==> src/rtl/ovf_mon_consts.svh <==
// constants of the frame buffer overflow monitor
// assumes: included by bare name from rtl/
`ifndef OVF_MON_CONSTS_SVH
`define OVF_MON_CONSTS_SVH
// apb byte offsets
`define OFS_FLAG    8'h00
`define OFS_RELEASE 8'h04
`define OFS_ABORT   8'h08
`define OFS_BOUND   8'h0c
`define OFS_FILTER  8'h10
`define OFS_FILL    8'h14
`define OFS_STATE   8'h18
// levels in half-percent steps, 8'hc8 is 100 percent
`define LVL_FULL    8'hc8
`define RST_RELEASE 8'h64
`define RST_ABORT   8'hc7
`define RST_BOUND   8'ha0
// report filter codes
`define F_TRUNC      3'h0
`define F_LOST       3'h1
`define F_BAD        3'h2
`define F_GOOD       3'h3
`define F_TRUNC_GOOD 3'h4
`define F_LOST_GOOD  3'h5
`define F_ALL        3'h6
`define F_ILLEGAL    3'h7
`define RST_FILTER   `F_BAD
`endif

==> src/rtl/ovf_mon_pkg.sv <==
// types of the frame buffer overflow monitor
// assumes: nothing
package ovf_mon_pkg;
  typedef logic [2:0] filter_t;
  // 64-bit event payload, lsb first from the bottom
  typedef struct packed {
    logic [15:0] rsv_hi;
    logic [12:0] rsv_mask;
    logic        report_complete;
    logic        report_dropped;
    logic        report_truncated;
    logic [15:0] rsv_lo;
    logic [15:0] report_frame_tag;
  } ev_s;
endpackage

==> src/rtl/frame_buffer_overflow_monitor.sv <==
// frame buffer overflow monitor with apb register slave
// assumes: stream, occupancy and apb come from logic on clk
//
// The register offsets and the APB slave port were left to the implementer.
`include "ovf_mon_consts.svh"
`timescale 1ns/1ps
`default_nettype none

module frame_buffer_overflow_monitor #(
  parameter int DATA_W = 32
) (
  input  wire logic                clk,
  input  wire logic                rst_b,
  input  wire logic                psel,
  input  wire logic                penable,
  input  wire logic                pwrite,
  input  wire logic [7:0]          paddr,
  input  wire logic [31:0]         pwdata,
  output logic      [31:0]         prdata,
  output logic                     pready,
  output logic                     pslverr,
  input  wire logic [7:0]          occ_half,
  input  wire logic                in_valid,
  input  wire logic                in_sof,
  input  wire logic                in_eof,
  input  wire logic [DATA_W-1:0]   in_data,
  input  wire logic [15:0]         in_frame_tag,
  output logic                     out_valid,
  output logic                     out_sof,
  output logic                     out_eof,
  output logic                     out_incomplete,
  output logic      [DATA_W-1:0]   out_data,
  output logic                     ev_valid,
  output ovf_mon_pkg::ev_s         ev_data,
  output logic      [31:0]         ev_time,
  output logic                     ovf_state
);

  generate
    if (DATA_W < 1) begin : g_bad_width
      $error("DATA_W must be at least 1");
    end
  endgenerate

  // ****************************************
  // state
  // ****************************************
  typedef struct packed {
    logic                   ovf_abort;
    logic                   ovf_sync;
    logic                   flag;
    logic [7:0]             rel_lvl;
    logic [7:0]             abort_lvl;
    logic [7:0]             bound_lvl;
    ovf_mon_pkg::filter_t   filter;
    logic                   busy;
    logic                   lost;
    logic                   trunc;
    logic [15:0]            tag;
    logic [31:0]            ts;
    logic                   ev_valid;
    ovf_mon_pkg::ev_s       ev;
    logic [31:0]            ev_time;
    logic                   out_valid;
    logic                   out_sof;
    logic                   out_eof;
    logic                   out_inc;
    logic [DATA_W-1:0]      out_data;
    logic                   ovf_out;
    logic                   pready;
    logic                   pslverr;
    logic [31:0]            prdata;
  } state_s;

  localparam state_s ST_RST = '{
    rel_lvl:   `RST_RELEASE,
    abort_lvl: `RST_ABORT,
    bound_lvl: `RST_BOUND,
    filter:    `RST_FILTER,
    default:   '0
  };

  state_s s_ff;
  state_s nxt_s;

  // ****************************************
  // helpers
  // ****************************************
  function automatic logic report_hit(input ovf_mon_pkg::filter_t f,
                                      input logic t, input logic l);
    logic c;
    c = !t && !l;
    unique case (f)
      `F_TRUNC:      report_hit = t;
      `F_LOST:       report_hit = l;
      `F_BAD:        report_hit = t | l;
      `F_GOOD:       report_hit = c;
      `F_TRUNC_GOOD: report_hit = t | c;
      `F_LOST_GOOD:  report_hit = l | c;
      `F_ALL:        report_hit = 1'b1;
      default:       report_hit = 1'b0;
    endcase
  endfunction

  // writes above 100 percent saturate so compares stay meaningful
  function automatic logic [7:0] clamp_lvl(input logic [7:0] v);
    clamp_lvl = (v > `LVL_FULL) ? `LVL_FULL : v;
  endfunction

  function automatic logic reg_known(input logic [7:0] a);
    reg_known = (a == `OFS_FLAG) || (a == `OFS_RELEASE) ||
                (a == `OFS_ABORT) || (a == `OFS_BOUND) ||
                (a == `OFS_FILTER) || (a == `OFS_FILL) ||
                (a == `OFS_STATE);
  endfunction

  logic       full;
  logic       abort_hit;
  logic       bound_hit;
  logic       first;
  logic       at_gap;
  logic       lost_now;
  logic       trunc_now;
  logic       entry;
  logic       acc_first;
  logic       acc_done;
  logic [6:0] fill_pct;

  assign fill_pct = occ_half[7:1];

  // ****************************************
  // next state
  // ****************************************
  always_comb begin
    nxt_s           = s_ff;
    nxt_s.ts        = s_ff.ts + 32'h1;
    nxt_s.ev_valid  = 1'b0;
    nxt_s.out_valid = 1'b0;
    nxt_s.out_sof   = 1'b0;
    nxt_s.out_eof   = 1'b0;
    nxt_s.out_inc   = 1'b0;
    nxt_s.pready    = 1'b0;
    nxt_s.pslverr   = 1'b0;

    full      = occ_half >= `LVL_FULL;
    abort_hit = (occ_half > s_ff.abort_lvl) || full;
    bound_hit = occ_half > s_ff.bound_lvl;
    first     = in_valid && in_sof;
    at_gap    = (!s_ff.busy && !first) || (in_valid && in_eof && (s_ff.busy || first));

    // abort level acts at once, with hysteresis down to release
    if (abort_hit) begin
      nxt_s.ovf_abort = 1'b1;
    end else if (occ_half < s_ff.rel_lvl) begin
      nxt_s.ovf_abort = 1'b0;
    end
    // boundary level waits for the frame in flight to finish
    if (bound_hit && at_gap) begin
      nxt_s.ovf_sync = 1'b1;
    end else if (occ_half < s_ff.bound_lvl) begin
      nxt_s.ovf_sync = 1'b0;
    end
    nxt_s.ovf_out = nxt_s.ovf_abort || nxt_s.ovf_sync;
    entry = nxt_s.ovf_out && !s_ff.ovf_out;

    // a frame whose first word meets overflow is dropped whole
    lost_now  = first ? (s_ff.ovf_out || abort_hit) : s_ff.lost;
    trunc_now = first ? 1'b0 : s_ff.trunc;
    if (first) begin
      nxt_s.tag = in_frame_tag;
    end
    if (in_valid && (s_ff.busy || first)) begin
      if (!lost_now && abort_hit) begin
        trunc_now = 1'b1;
      end
      nxt_s.out_valid = !lost_now && !trunc_now;
      nxt_s.out_data  = in_data;
      nxt_s.out_sof   = first && !lost_now;
      nxt_s.lost      = lost_now;
      nxt_s.trunc     = trunc_now;
      nxt_s.busy      = !in_eof;
      if (in_eof) begin
        // truncated frames still close on the output, tagged incomplete
        nxt_s.out_eof = !lost_now;
        nxt_s.out_inc = trunc_now;
        if (report_hit(s_ff.filter, trunc_now, lost_now)) begin
          nxt_s.ev_valid            = 1'b1;
          nxt_s.ev                  = '0;
          nxt_s.ev.report_frame_tag = first ? in_frame_tag : s_ff.tag;
          nxt_s.ev.report_truncated = trunc_now;
          nxt_s.ev.report_dropped   = lost_now;
          nxt_s.ev.report_complete  = !trunc_now && !lost_now;
          nxt_s.ev_time             = s_ff.ts;
        end
      end
    end

    // apb: one wait state, read data and read side effect in first access cycle
    acc_first = psel && penable && !s_ff.pready;
    acc_done  = psel && penable && s_ff.pready;
    if (acc_first) begin
      nxt_s.pready  = 1'b1;
      nxt_s.pslverr = !reg_known(paddr);
    end
    if (acc_first && !pwrite) begin
      unique case (paddr)
        `OFS_FLAG:    nxt_s.prdata = {31'h0, s_ff.flag};
        `OFS_RELEASE: nxt_s.prdata = {24'h0, s_ff.rel_lvl};
        `OFS_ABORT:   nxt_s.prdata = {24'h0, s_ff.abort_lvl};
        `OFS_BOUND:   nxt_s.prdata = {24'h0, s_ff.bound_lvl};
        `OFS_FILTER:  nxt_s.prdata = {29'h0, s_ff.filter};
        `OFS_FILL:    nxt_s.prdata = {25'h0, fill_pct};
        `OFS_STATE:   nxt_s.prdata = {30'h0, s_ff.ovf_sync, s_ff.ovf_abort};
        default:      nxt_s.prdata = 32'h0;
      endcase
      if (paddr == `OFS_FLAG) begin
        nxt_s.flag = 1'b0;
      end
    end
    if (acc_done && pwrite) begin
      unique case (paddr)
        `OFS_RELEASE: nxt_s.rel_lvl   = clamp_lvl(pwdata[7:0]);
        `OFS_ABORT:   nxt_s.abort_lvl = clamp_lvl(pwdata[7:0]);
        `OFS_BOUND:   nxt_s.bound_lvl = clamp_lvl(pwdata[7:0]);
        `OFS_FILTER: begin
          if (pwdata[2:0] != `F_ILLEGAL) begin
            nxt_s.filter = pwdata[2:0];
          end
        end
        default: ;
      endcase
    end
    // placed after the read clear so a new overflow wins
    if (entry) begin
      nxt_s.flag = 1'b1;
    end
  end

  always_ff @(posedge clk or negedge rst_b) begin
    if (!rst_b) begin
      s_ff <= ST_RST;
    end else begin
      s_ff <= nxt_s;
    end
  end

  assign prdata         = s_ff.prdata;
  assign pready         = s_ff.pready;
  assign pslverr        = s_ff.pslverr;
  assign out_valid      = s_ff.out_valid;
  assign out_sof        = s_ff.out_sof;
  assign out_eof        = s_ff.out_eof;
  assign out_incomplete = s_ff.out_inc;
  assign out_data       = s_ff.out_data;
  assign ev_valid       = s_ff.ev_valid;
  assign ev_data        = s_ff.ev;
  assign ev_time        = s_ff.ev_time;
  assign ovf_state      = s_ff.ovf_out;
endmodule // frame_buffer_overflow_monitor
`default_nettype wire

==> config.mk <==
export PLATFORM = sky130hd
export DESIGN_NAME = frame_buffer_overflow_monitor
export DESIGN_NICKNAME = d
export VERILOG_FILES = /design/src/rtl/ovf_mon_pkg.sv /design/src/rtl/frame_buffer_overflow_monitor.sv
export VERILOG_INCLUDE_DIRS = /design/src /design/src/rtl
export SDC_FILE = /design/constraint.sdc
export NUM_CORES = 1
export LEC_CHECK = 0
export BUFFER_PORTS_ARGS = -buffer_cell sky130_fd_sc_hd__buf_2
export CAP_MARGIN = 25
export CORE_UTILIZATION = 30
export CTS_CLUSTER_SIZE = 20
export DETAILED_ROUTE_END_ITERATION = 10
export GPL_ROUTABILITY_DRIVEN = 1
export PLACE_DENSITY = 0.51
export RECOVER_POWER = 100
export SLEW_MARGIN = 10
export SYNTH_ARGS = -nofsm -noshare
export SYNTH_HDL_FRONTEND = slang
export SYNTH_SLANG_ARGS = --single-unit
==> constraint.sdc <==
create_clock -name clk -period 3.3 [get_ports clk]
set_input_delay 0.66 -clock clk [delete_from_list [all_inputs] [get_ports clk]]
set_output_delay 0.66 -clock clk [all_outputs]
set_load 0.02 [all_outputs]
==> results summary, run 1 <==
The run finished, with violations left. The checks that failed: max-capacitance violations, max-slew violations. The chip height is 177 um.

Routability-driven placement finished with a final weighted congestion of 0.759. Synthesis inferred 180 register bits. The global-route usage over all layers is 0.128. Tracing the worst setup path back leads to its startpoint at s_ff[236].

Adding up every negative setup slack in the final design gives 0 ns. The leakage dissipation is between 4 and 5 nW. The worst reg-to-reg path cell count is 11.

The port buffer count is 178. The remaining max-slew budget at the tightest pin is -0.292. The worst setup path is of the reg -> reg kind.

Clock-pin slew was measured on the worst setup and hold paths at 0.07 ns. The total area inside the core boundary comes to about 30000 um2. By instance count, the cell type seen most on the critical path is nor2_1. Setup repair after global routing left no endpoint under its margin. At the pin with the least slew margin, the transition time is 1.94 ns. The sum of net half-perimeters after detailed placement is 14400 um. The most used flip-flop cell after synthesis is dfrtp_1. The wire length of the first global-routing pass is about 30000 um. The count of maximum capacitance violations came out at 2. Of the synthesized area, sequential elements account for 0.493. The worst supply voltage drop on vdd is ~0.32 mV.

Data arrives at the worst endpoint at between 3 and 4 ns. The highest achievable clock rate came out at 327 MHz. Clock tree synthesis inserted a total of 17 buffers.

Dividing the synthesized area by the synthesized cell count gives 11.4 um2. Walking the worst path, the cells encountered are inv_1, ha_1, nand4_1, nor2_1, nor2_1, nor3_1, a221oi_1, buf_4, o311ai_4, buf_12, mux2_2. The proportion of netlist area held by the largest area contributor is 0.462. The area fraction in compound gates after synthesis is 0.0750. Before antenna repair, the detailed router went through 4 iterations. The area of the die came out at 31200 um2. In the layout the commonest cells are 169 x dfrtp_1, 105 x clkbuf_1, 77 x buf_2. The count of final max-slew check failures was 113.

In this run, post-CTS repair resized a total of 0 instances. In the routed layout, each cell is associated on average with a via count of 4.42. Yosys mapped a number of flops with a built-in enable equal to 0. Of the total synthesized cell area, the portion taken by XOR and XNOR cells is 0.0287.

Leaving out fill and tap cells, the most frequent cell in the layout is dfrtp_1. For this design, the slowest cell found on the critical path is dfstp_1. The clock passes through at most 2 buffers. The hold violation count in the final report came out at 0. At the placement stage, the worst setup path has a slack of 0.105 ns.

Yosys printed 0 warnings. The data required time of the critical path came out at between 3 and 4 ns. The via total after detailed routing came out at 5789. The power per cell area is 556 nW/um2. The wire length per cell after detailed routing came out at between 10 and 15 um.

The largest net degree at the start of global routing is 78. The power consumption is 0.00561 W. The number of setup buffers added after CTS is 0. The count of final setup violators came out at 0. The via count of the first global-routing pass is 5537. The worst setup path is launched from a register. The worst register-to-register path ends at ev_time[31]. The clock insertion delay at the later pin of the skew report is 0.43 ns.

The number of antenna diodes in the final layout is 0. The count of nets left with antenna violations after detail routing is 0. The clock tree from TritonCTS is yes. The min-delay analysis places its worst path in the category in -> reg. Once layout is complete, the utilization of the core stands at 0.338. Relative to the synthesized area, the layout overhead comes to 10.2%. The count of H-tree levels built during CTS came out at 4. Of all cell types, the one taking the most synthesized area is dfrtp_1. Dividing the final minimum period by the clock period gives 0.928. The async set-reset flop share out of synthesis came out at 1.00. The I/O pin count is roughly 270. The initial antenna violation count is 0. In this run the worst setup path terminates at ev_time[31]. In this run, the number of DRC markers left after iteration 0 of detailed routing was between 300 and 400. The site row count is 63. The post-synthesis cell area came out at 9160 um2. The number of clock sinks came out at between 150 and 200. The DRC violation count after routing came out at 0. In this run the critical register-to-register path is launched from s_ff[236]. The area of the multi-input gates is about 3500 um2. The overall routed net length is 19300 um. The fill cell instance count of the final layout is 3080. Clock skew on the completed layout was measured at 0.0100 ns. The post-synthesis instance total is 804. The setup slack of the most critical reg-to-reg path is 0.24 ns. Of the cells placed in the final design, the portion with a size suffix greater than 1 is 0.200.

The count of nets after finishing is 1034. The starting utilization of the core area is 0.307. CTS placed an instance of clkbuf_16 at the clock tree root.

STA classifies the critical path endpoint as a register. The combinational family with the most area after synthesis is buffers and inverters. The biggest fanout along the worst timing path is 51. The post-synthesis adder-cell area fraction is 0.0328. In this design, the stage delay of the slowest critical-path cell is 0.58 ns. The number of hold-repair buffers added at the cts stage is 0. The storage element area is 4520 um2.

The least setup slack across all paths after layout is around 0.24 ns. The mux contribution to synthesized area is 0.138. The total congestion overflow after global routing came out at 0. The die span in x came out at roughly 180 um. The unique cell type count in the Yosys netlist is 60. Yosys attributes the largest share of cell area to dfrtp_1 46%, buf_4 13%, mux2_2 6.6%. Of the total synthesized cell area, the portion taken by AND, OR, NAND and NOR gates is 0.0762. The shortest period the worst path allows is 3.06 ns.
## worst min-delay path by stage
stage,start,endpoint,slack (ns),cells after the start
6_report,in_data[27],out_data[27],0.46,2
5_1_grt,in_data[26],out_data[26],0.44,2
4_1_cts,rst_b,ev_data[1],0.29,1
3_5_place_dp,s_ff[199],s_ff[199],0.46,1
3_3_place_gp,prdata[2],prdata[2],0.46,2
2_1_floorplan,rst_b,ev_data[0],0.36,0
## stage by stage
step / instance area (um2) / hold WS (ns) / cells
final: 10100 / 0.458 / 1309
after global routing: 10100 / 0.439 / 1309
after global placement: 9660 / 0.458 / 1277
after detailed placement: 9660 / 0.460 / 1277
after CTS: 10300 / 0.288 / 1309
after floorplan: 9420 / 0.364 / 872
## critical path, delay by kind of cell (launching register included)
family	cells	cell delay, ns
AOI/OAI and AO/OA	2	0.33
muxes	1	0.37
and+or+nand+nor	4	0.79
adders and majority gates	1	0.29
DFF	1	0.58
buffers and inverters	3	0.53
## sequential cells by signal (all words and copies together) (netlist names), 8 cells and up
name / count
out_data: 32
ev_data: 19
ev_time: 32
s_ff: 81
prdata: 8
## where the power goes
group / internal [W] / switching, W
Clock: 0.00125 / 0.000869
Combinational: 0.000303 / 0.000644
Sequential: 0.00244 / 0.000108
Total: 0.00399 / 0.00162
## logic make-up (layout without fill, tap and decap cells)
group | Yosys count | in the layout
other cells | 1 | 69
flops | 180 | 180
fa+ha+maj | 24 | 24
compound gates | 100 | 100
buf+inv | 211 | 258
mux | 112 | 112
xor+xnor | 30 | 30
simple gates | 146 | 146
## synthesized netlist by cell type (all sizes together) (3+ instances only)
library cell / number
o311ai: 3
o22a: 3
nor3: 9
o21a: 4
nand3: 22
dfrtp: 169
xnor2: 22
nor2: 25
o21ai: 29
nand4: 8
and2: 5
inv: 32
o211ai: 4
mux2: 101
a22oi: 6
a21oi: 19
mux2i: 10
clkbuf: 11
nor2b: 9
and3: 7
ha: 24
a22o: 6
xor2: 8
or3: 3
nand2b: 3
nand2: 50
dfstp: 11
buf: 168
a21o: 4
o22ai: 5
## layout make-up
type | instances | share of cell area
Inverter | 32 | 0.0119
Tap cell | 390 | 0.0483
Clock inverter | 12 | 0.0151
Sequential cell | 180 | 0.448
Clock buffer | 20 | 0.0462
Timing Repair Buffer | 194 | 0.0864
Multi-Input combinational cell | 481 | 0.344
## per-layer routing
| metal | vias to the layer above | part of all wire | track usage |
|---|---|---|---|
| met5 | - | 0 | 0 |
| met4 | 0 | 0.013 | 0.0431 |
| met3 | 16 | 0.060 | 0.0333 |
| met2 | 191 | 0.47 | 0.204 |
| met1 | 2834 | 0.46 | 0.166 |
| li1 | 2748 | - | - |
(Power assumes the default switching activity.)
==> run 2: changes to the inputs <==
--- a/config.mk
+++ b/config.mk
@@ -14,6 +14,7 @@
 export GPL_ROUTABILITY_DRIVEN = 1
 export PLACE_DENSITY = 0.51
 export RECOVER_POWER = 100
+export SKIP_CTS_REPAIR_TIMING = 1
 export SLEW_MARGIN = 10
 export SYNTH_ARGS = -nofsm -noshare
 export SYNTH_HDL_FRONTEND = slang
==> constraint.sdc (replaced) <==
create_clock -name clk -period 3.6 [get_ports clk]
set_input_delay 0.72 -clock clk [delete_from_list [all_inputs] [get_ports clk]]
set_output_delay 0.72 -clock clk [all_outputs]
set_load 0.02 [all_outputs]
==> run 2 against run 1 <==
The run still ends with max-capacitance violations, max-slew violations left. Hold slack better by 0.0064 ns. Clock power fell by 3%. Power fell by 6.5%. Cell count shrank 0.61%. Cell area hardly changed. Via count fell by 2.2%. Clock skew grew 0.00051 ns. Global-route usage hardly changed. Critical path depth shrank 1. Maximum frequency fell by 0.91%. Highest routed layer unchanged.
==> results summary, run 2 (same netlist as run 1, synthesis figures left out) <==
The run finished, with violations left. The final reports fail on max-capacitance violations, max-slew violations. The clock insertion delay at the later pin of the skew report is 0.43 ns (about the same).

The global placer's final weighted congestion came out at 0.760 (about the same). The worst supply voltage drop on vdd came out at 0.260 mV (-18%). The switching power was 0.00147 W (-9.3%).

The sum of net half-perimeters after detailed placement came to 14200 um (-1.4%). The power per cell area came to 520 nW/um2 (-6.5%). The signal on the critical path passes through inv_1, ha_1, nand4_1, nor2_1, a31o_1, a21oi_1, o21ai_0, o311ai_4, buf_12, mux2_1. The count of H-tree levels built during CTS came out at 4 (unchanged). The detailed-routing iteration count for the pre-antenna-repair pass is 5 (+1). The layout overhead on the synthesized area came out at 10.1% (about the same). The data required time of the critical path is 3.91 ns (+0.30 ns). The hold violation count in the final report is 0 (unchanged). The least setup slack across all paths after layout is 0.510 ns (+0.272 ns). The remaining max-slew budget at the tightest pin came to -0.361 (-0.0693).

The shortest period the worst path allows came out at 3.09 ns (+0.0280 ns). The site row count came to 63 (unchanged). TritonCTS built the clock tree. The overall routed net length is 19400 um (+0.67%).

The largest net degree at the start of global routing is 71 (-9.0%). The most common cell after layout, fill and taps aside is dfrtp_1. The fraction of final layout cells sized beyond drive strength 1 came out at 0.187 (-0.0134).

STA classifies the critical path endpoint as a register. The period utilization was 0.858 (-0.0696). The launching element type of the critical path is a register.

The fill cell instance count of the final layout is 3048 (-1.0%). The worst-case clock buffer depth is 2 (unchanged). The final sum of negative setup slack came out at 0 ns (unchanged). The via total after detailed routing came out at 5659 (-2.2%). Ranked by flip-flop count, first place goes to s_ff.

The switching part of the total power came out at 0.280 (-0.00855). The cell area after placement came out at 9610 um2 (-0.47%). The number of vias per cell after detailed routing is 4.35 (-1.6%). The number of clock sinks came out at 180 (unchanged). The biggest fanout along the worst timing path came out at 51 (unchanged). The relative contribution of combinational cells to total power is 0.165 (-0.004). The core area came out at 29900 um2 (unchanged). The count of final max-slew check failures came out at 82 (-27%).

The highest achievable clock rate is 324 MHz (-0.91%). The worst reg-to-reg path cell count came out at 10 (-1). The data arrival at the endpoint of the critical path is 3.40 ns (+0.02 ns). The global-route usage over all layers came out at 0.127 (-0.000409). The pre-CTS setup slack is 0.290 ns (+0.185 ns). The startpoint-to-endpoint class of the critical path is reg -> reg.

The DRC violation count after routing came to 0 (unchanged). The initial antenna violation count is 1 (+1). The detailed router's first-iteration violation count came out at 314 (-10%). The internal power came out at 0.00378 W (-5.4%). The register share of total power is 0.445 (-0.008). The clock root buffer master is clkbuf_16. The count of maximum capacitance violations is 2 (unchanged). The chip height came out at 177 um (unchanged). The I/O pin count is 272 (unchanged).

The via count of the first global-routing pass is 5409 (-2.3%). The count of final setup violators came out at 0 (unchanged). The class of the tightest hold or removal check is reg -> reg.

The transition time at the pin with the least slew margin is 2.02 ns (+0.0826 ns). The CTS clock-pin slew for the worst setup and hold paths was 0.07 ns (about the same). The total congestion overflow after global routing came out at 0 (unchanged). The post-route clock skew was 0.0105 ns (+0.000514 ns). The total CTS buffers came out at 17 (unchanged). The leakage dissipation is 4.67 nW (-0.46%). The longest individual stage delay on the worst path is 0.59 ns (about the same). The die span in x is 177 um (unchanged). The area of the die is 31200 um2 (unchanged).

The count of nets left with antenna violations after detail routing came out at 0 (unchanged). Setup repair after global routing left no endpoint under its margin. The wire length per cell after detailed routing was 14.9 um (+1.3%).

Among all stages on the critical path, the largest delay is contributed by dfstp_1. The area of all placed cells without fillers was 10100 um2 (about the same). The wire length of the first global-routing pass is 30500 um (-1.2%). The count of nets after finishing was 1027 (-0.68%).

In the layout the commonest cells are 169 x dfrtp_1, 108 x clkbuf_1, 75 x buf_2. The number of flip-flops in the largest register is 81 (unchanged). The clock network fraction of total power came out at 0.390 (+0.012). The hold path depth came to 1 (-1).

The port buffer count was 178 (unchanged). The starting utilization of the core area came out at 0.307 (unchanged).
-- run 2: cell types whose count changed in the layout (fill, tap and decap cells not counted), sizes merged --
| cell | change |
|---|---|
| clkinv | -5 |
| buf | -6 |
| clkbuf | +1 |
| bufinv | +2 |
| inv | -1 |
| diode | +1 |
-- run 2: routing by layer --
metal	vias up	wire, um	global-route usage
met4	0	213	0.0399
met3	15	1150	0.0335
met5	-	0	0
met1	2741	9040	0.167
met2	180	9000	0.203
li1	2723	-	-
-- run 2: metrics by stage --
step / power, W / util / hold WS (ns) / cells
6_report: 0.00525 / 0.338 / 0.465 / 1301
5_1_grt: 0.00551 / 0.338 / 0.498 / 1300
4_1_cts: 0.00539 / 0.343 / 0.310 / 1300
3_3_place_gp: 0.00329 / 0.321 / 0.459 / 1269
3_5_place_dp: 0.00331 / 0.322 / 0.460 / 1270
2_1_floorplan: 0.00322 / - / 0.424 / 872
-- run 2: area by class of cell --
cell class,count,area [um2],area share
Timing Repair Buffer,187,860,0.0852
Multi-Input combinational cell,481,3460,0.343
Antenna cell,1,2.50,0.000248
Inverter,32,120,0.0119
Clock buffer,22,464,0.0460
Clock inverter,8,175,0.0174
Tap cell,390,488,0.0484
Sequential cell,180,4520,0.448
-- run 2: power by group through the flow --
stage | Clock (W) | Sequential (W) | Combinational [W]
2_1_floorplan | 0 | 0.00234 | 0.000874
3_3_place_gp | 0 | 0.00236 | 0.000930
3_5_place_dp | 0 | 0.00237 | 0.000940
4_1_cts | 0.00211 | 0.00233 | 0.000942
5_1_grt | 0.00219 | 0.00236 | 0.000953
6_report | 0.00205 | 0.00233 | 0.000866
-- run 2: worst max-delay path: cells and delay by family, from the launching register on --
kind / cells / cell delay [ns]
AOI/OAI and AO/OA: 4 / 0.97
adders and majority gates: 1 / 0.29
buffers and inverters: 2 / 0.36
DFF: 1 / 0.59
muxes: 1 / 0.37
and+or+nand+nor: 2 / 0.31
-- run 2: worst paths after layout --
path                       startpoint           to  slack [ns]
max                         s_ff[236]  ev_data[15]        0.51
min                         s_ff[199]    s_ff[199]        0.46
max reg2reg                 s_ff[236]  ev_data[15]        0.51
min reg2reg                 s_ff[199]    s_ff[199]        0.46
max in group asynchronous       rst_b  out_data[7]        1.29
min in group asynchronous       rst_b   ev_data[0]        0.76
==> run 3: changes to the inputs <==
--- a/config.mk
+++ b/config.mk
@@ -8,11 +8,13 @@
 export LEC_CHECK = 0
 export BUFFER_PORTS_ARGS = -buffer_cell sky130_fd_sc_hd__buf_2
 export CAP_MARGIN = 25
+export CELL_PAD_IN_SITES_DETAIL_PLACEMENT = 1
+export CELL_PAD_IN_SITES_GLOBAL_PLACEMENT = 1
 export CORE_UTILIZATION = 30
 export CTS_CLUSTER_SIZE = 20
 export DETAILED_ROUTE_END_ITERATION = 10
 export GPL_ROUTABILITY_DRIVEN = 1
-export PLACE_DENSITY = 0.51
+export PLACE_DENSITY = 0.63
 export RECOVER_POWER = 100
 export SKIP_CTS_REPAIR_TIMING = 1
 export SLEW_MARGIN = 10
==> run 3 against run 2 <==
The flow still finishes with violations (max-capacitance violations, max-slew violations). Via count up 1.9%. Global-route usage up 1.0 points. First-iteration DRC count down 37%. Cell count about the same. Clock power down 11%. Cell area down 0.95%. Count of clock-buffer cells in the layout down 3. Maximum frequency down 1.4%. Wire length up 6.2%. Die area unchanged. Register-to-register slack worse by 0.05 ns. Highest routed layer unchanged.
==> results summary, run 3 (same netlist as run 1, synthesis figures left out) <==
The worst setup path is launched from a register. The core area is 29900 um2 (unchanged). The transition time at the pin with the least slew margin is 2.03 ns (+0.00825 ns). The worst setup path is captured at a register.

The data required time of the critical path came out at 3.92 ns (about the same). The storage element area was 4520 um2 (unchanged). The via count of the first global-routing pass is 5956 (+10%). The worst-case clock buffer depth is 2 (unchanged). The data arrival at the endpoint of the critical path is 3.46 ns (+0.06 ns). The checks that failed: max-capacitance violations, max-slew violations. The critical path goes through inv_1, ha_1, nand4_1, nor2_1, a31o_1, a21oi_1, o21ai_0, o311ai_4, buf_12, mux2_2.

The total congestion overflow after global routing came out at 0 (unchanged). The post-route clock skew was 0.0126 ns (+0.00208 ns). The area of the die is 31200 um2 (unchanged).

The longest individual stage delay on the worst path came to 0.61 ns (+0.02 ns). The starting utilization of the core area is 0.307 (unchanged). The startpoint-to-endpoint class of the critical path is reg -> reg. The power consumption came out at 0.00500 W (-4.6%). The biggest fanout along the worst timing path came out at 51 (unchanged). The die span in x is 177 um (unchanged). In the layout the commonest cells are 169 x dfrtp_1, 108 x clkbuf_1, 76 x buf_2.

The count of H-tree levels built during CTS came out at 4 (unchanged). The shortest period the worst path allows came to 3.14 ns (+0.0451 ns). The global-route usage over all layers is 0.137 (+0.00997).

The antenna diode count came out at 0 (-1). The switching part of the total power is 0.306 (+0.0257). The chip height was 177 um (unchanged). The flow ran to the end, but the final reports show violations. The count of maximum capacitance violations came out at 2 (unchanged).

The period utilization was 0.871 (+0.0125). The site row count was 63 (unchanged). The initial antenna violation count came to 0 (-1). The I/O pin count is 272 (unchanged). The clock root buffer master is clkbuf_16. The overall routed net length is 20600 um (+6.2%). The count of final setup violators came to 0 (unchanged). The number of flip-flops in the largest register is 81 (unchanged). The clock insertion delay at the later pin of the skew report is 0.44 ns (about the same). The hold violation count in the final report is 0 (unchanged). The fill cell instance count of the final layout came out at 3409 (+12%).

The number of vias per cell after detailed routing is 4.43 (+1.9%). The internal power came out at 0.00347 W (-8.1%). The DRC violation count after routing is 0 (unchanged).

Setup repair after global routing left no endpoint under its margin. The via total after detailed routing came out at 5769 (+1.9%). The number of clock sinks came to 180 (unchanged). The switching power came to 0.00153 W (+4.1%). The clock network fraction of total power came out at 0.363 (-0.027). The area of the multi-input gates is 3460 um2 (unchanged). The register share of total power is 0.466 (+0.021). The layout overhead on the synthesized area is 9.07%. Broken down by cell family, the worst path's largest delay share belongs to compound AO/OA/AOI/OAI gates.

The largest net degree at the start of global routing is 77 (+8.5%). The wire length of the first global-routing pass came out at 33300 um (+9.2%). The min-delay analysis places its worst path in the category reg -> reg. The leakage dissipation came to 4.62 nW (-1.0%). The CTS clock-pin slew for the worst setup and hold paths is 0.07 ns (about the same). The count of final max-slew check failures came to 89 (+8.5%).

The count of nets after finishing is 1027 (unchanged). The largest individual stage delay along the critical path comes from the cell dfstp_1. TritonCTS built the clock tree. The power per cell area is 501 nW/um2 (-3.7%). The total CTS buffers is 17 (unchanged). The library cell used most frequently in the layout, excluding fill and tap cells, is dfrtp_1. The combined buffer and inverter count along the critical path was 2 (unchanged). The detailed-routing iteration count for the pre-antenna-repair pass was 4 (-1). The count of nets left with antenna violations after detail routing came to 0 (unchanged). More flip-flops sit in one register than any other, and that register is s_ff. The highest achievable clock rate came out at 319 MHz (-1.4%). The detailed router's first-iteration violation count came out at 197 (-37%). The remaining max-slew budget at the tightest pin came out at -0.353 (+0.00874). The wire length per cell after detailed routing is 15.8 um (+6.1%). The final sum of negative setup slack is 0 ns (unchanged).

The sum of net half-perimeters after detailed placement is 15000 um (+6.0%). The port buffer count is 178 (unchanged). The worst supply voltage drop on vdd came out at 0.325 mV (+25%).

The relative contribution of combinational cells to total power is 0.172 (+0.007). The fraction of final layout cells sized beyond drive strength 1 came out at 0.190 (+0.00288). The global placer's final weighted congestion came to 0.763 (+0.50%).
run 3: changes by cell type in the layout (fill, tap and decap cells not counted), sizes merged:
cell      before  now
clkinvlp       1    3
diode          1    0
bufinv         5    1
inv           32   35
clkbuf       130  127
clkinv         2    6
run 3: layout make-up:
class | instances | area share
repair buffers | 187 | 0.0846
flip-flops and latches | 180 | 0.452
clock inverters | 13 | 0.0126
inverters | 32 | 0.0120
multi-input cells | 481 | 0.346
well taps | 390 | 0.0488
clock buffers | 19 | 0.0433
run 3: worst paths after layout:
kind,from,to,slack (ns),cells after the start
setup / recovery,s_ff[236],ev_time[31],0.46,10
hold / removal,s_ff[199],s_ff[199],0.47,1
setup reg to reg,s_ff[236],ev_time[31],0.46,10
hold reg to reg,s_ff[199],s_ff[199],0.47,1
max in group asynchronous,rst_b,s_ff[221],0.85,2
min in group asynchronous,rst_b,prdata[6],0.84,1
run 3: power groups by stage:
stage | sequential (W) | clock, W | combinational, W
6_report | 0.00233 | 0.00182 | 0.000859
2_1_floorplan | 0.00234 | 0 | 0.000874
3_5_place_dp | 0.00236 | 0 | 0.000934
5_1_grt | 0.00236 | 0.00196 | 0.000942
3_3_place_gp | 0.00236 | 0 | 0.000913
4_1_cts | 0.00233 | 0.00189 | 0.000936
run 3: stage by stage:
stage / hold WS (ns) / setup WS (ns) / instance area (um2) / instances / utilization
2_1_floorplan: 0.424 / 0.891 / 9420 / 872 / -
3_3_place_gp: 0.454 / 0.304 / 9590 / 1269 / 0.321
3_5_place_dp: 0.462 / 0.222 / 9610 / 1270 / 0.322
4_1_cts: 0.339 / 0.540 / 10200 / 1302 / 0.341
5_1_grt: 0.490 / 0.237 / 9990 / 1302 / 0.334
6_report: 0.471 / 0.465 / 9990 / 1302 / 0.334
run 3: layer usage:
layer | vias up | part of all wire | track usage
met5 | - | 0 | 0
met4 | 0 | 0.013 | 0.0435
met3 | 20 | 0.047 | 0.0309
met2 | 158 | 0.47 | 0.224
met1 | 2863 | 0.47 | 0.180
li1 | 2728 | - | -
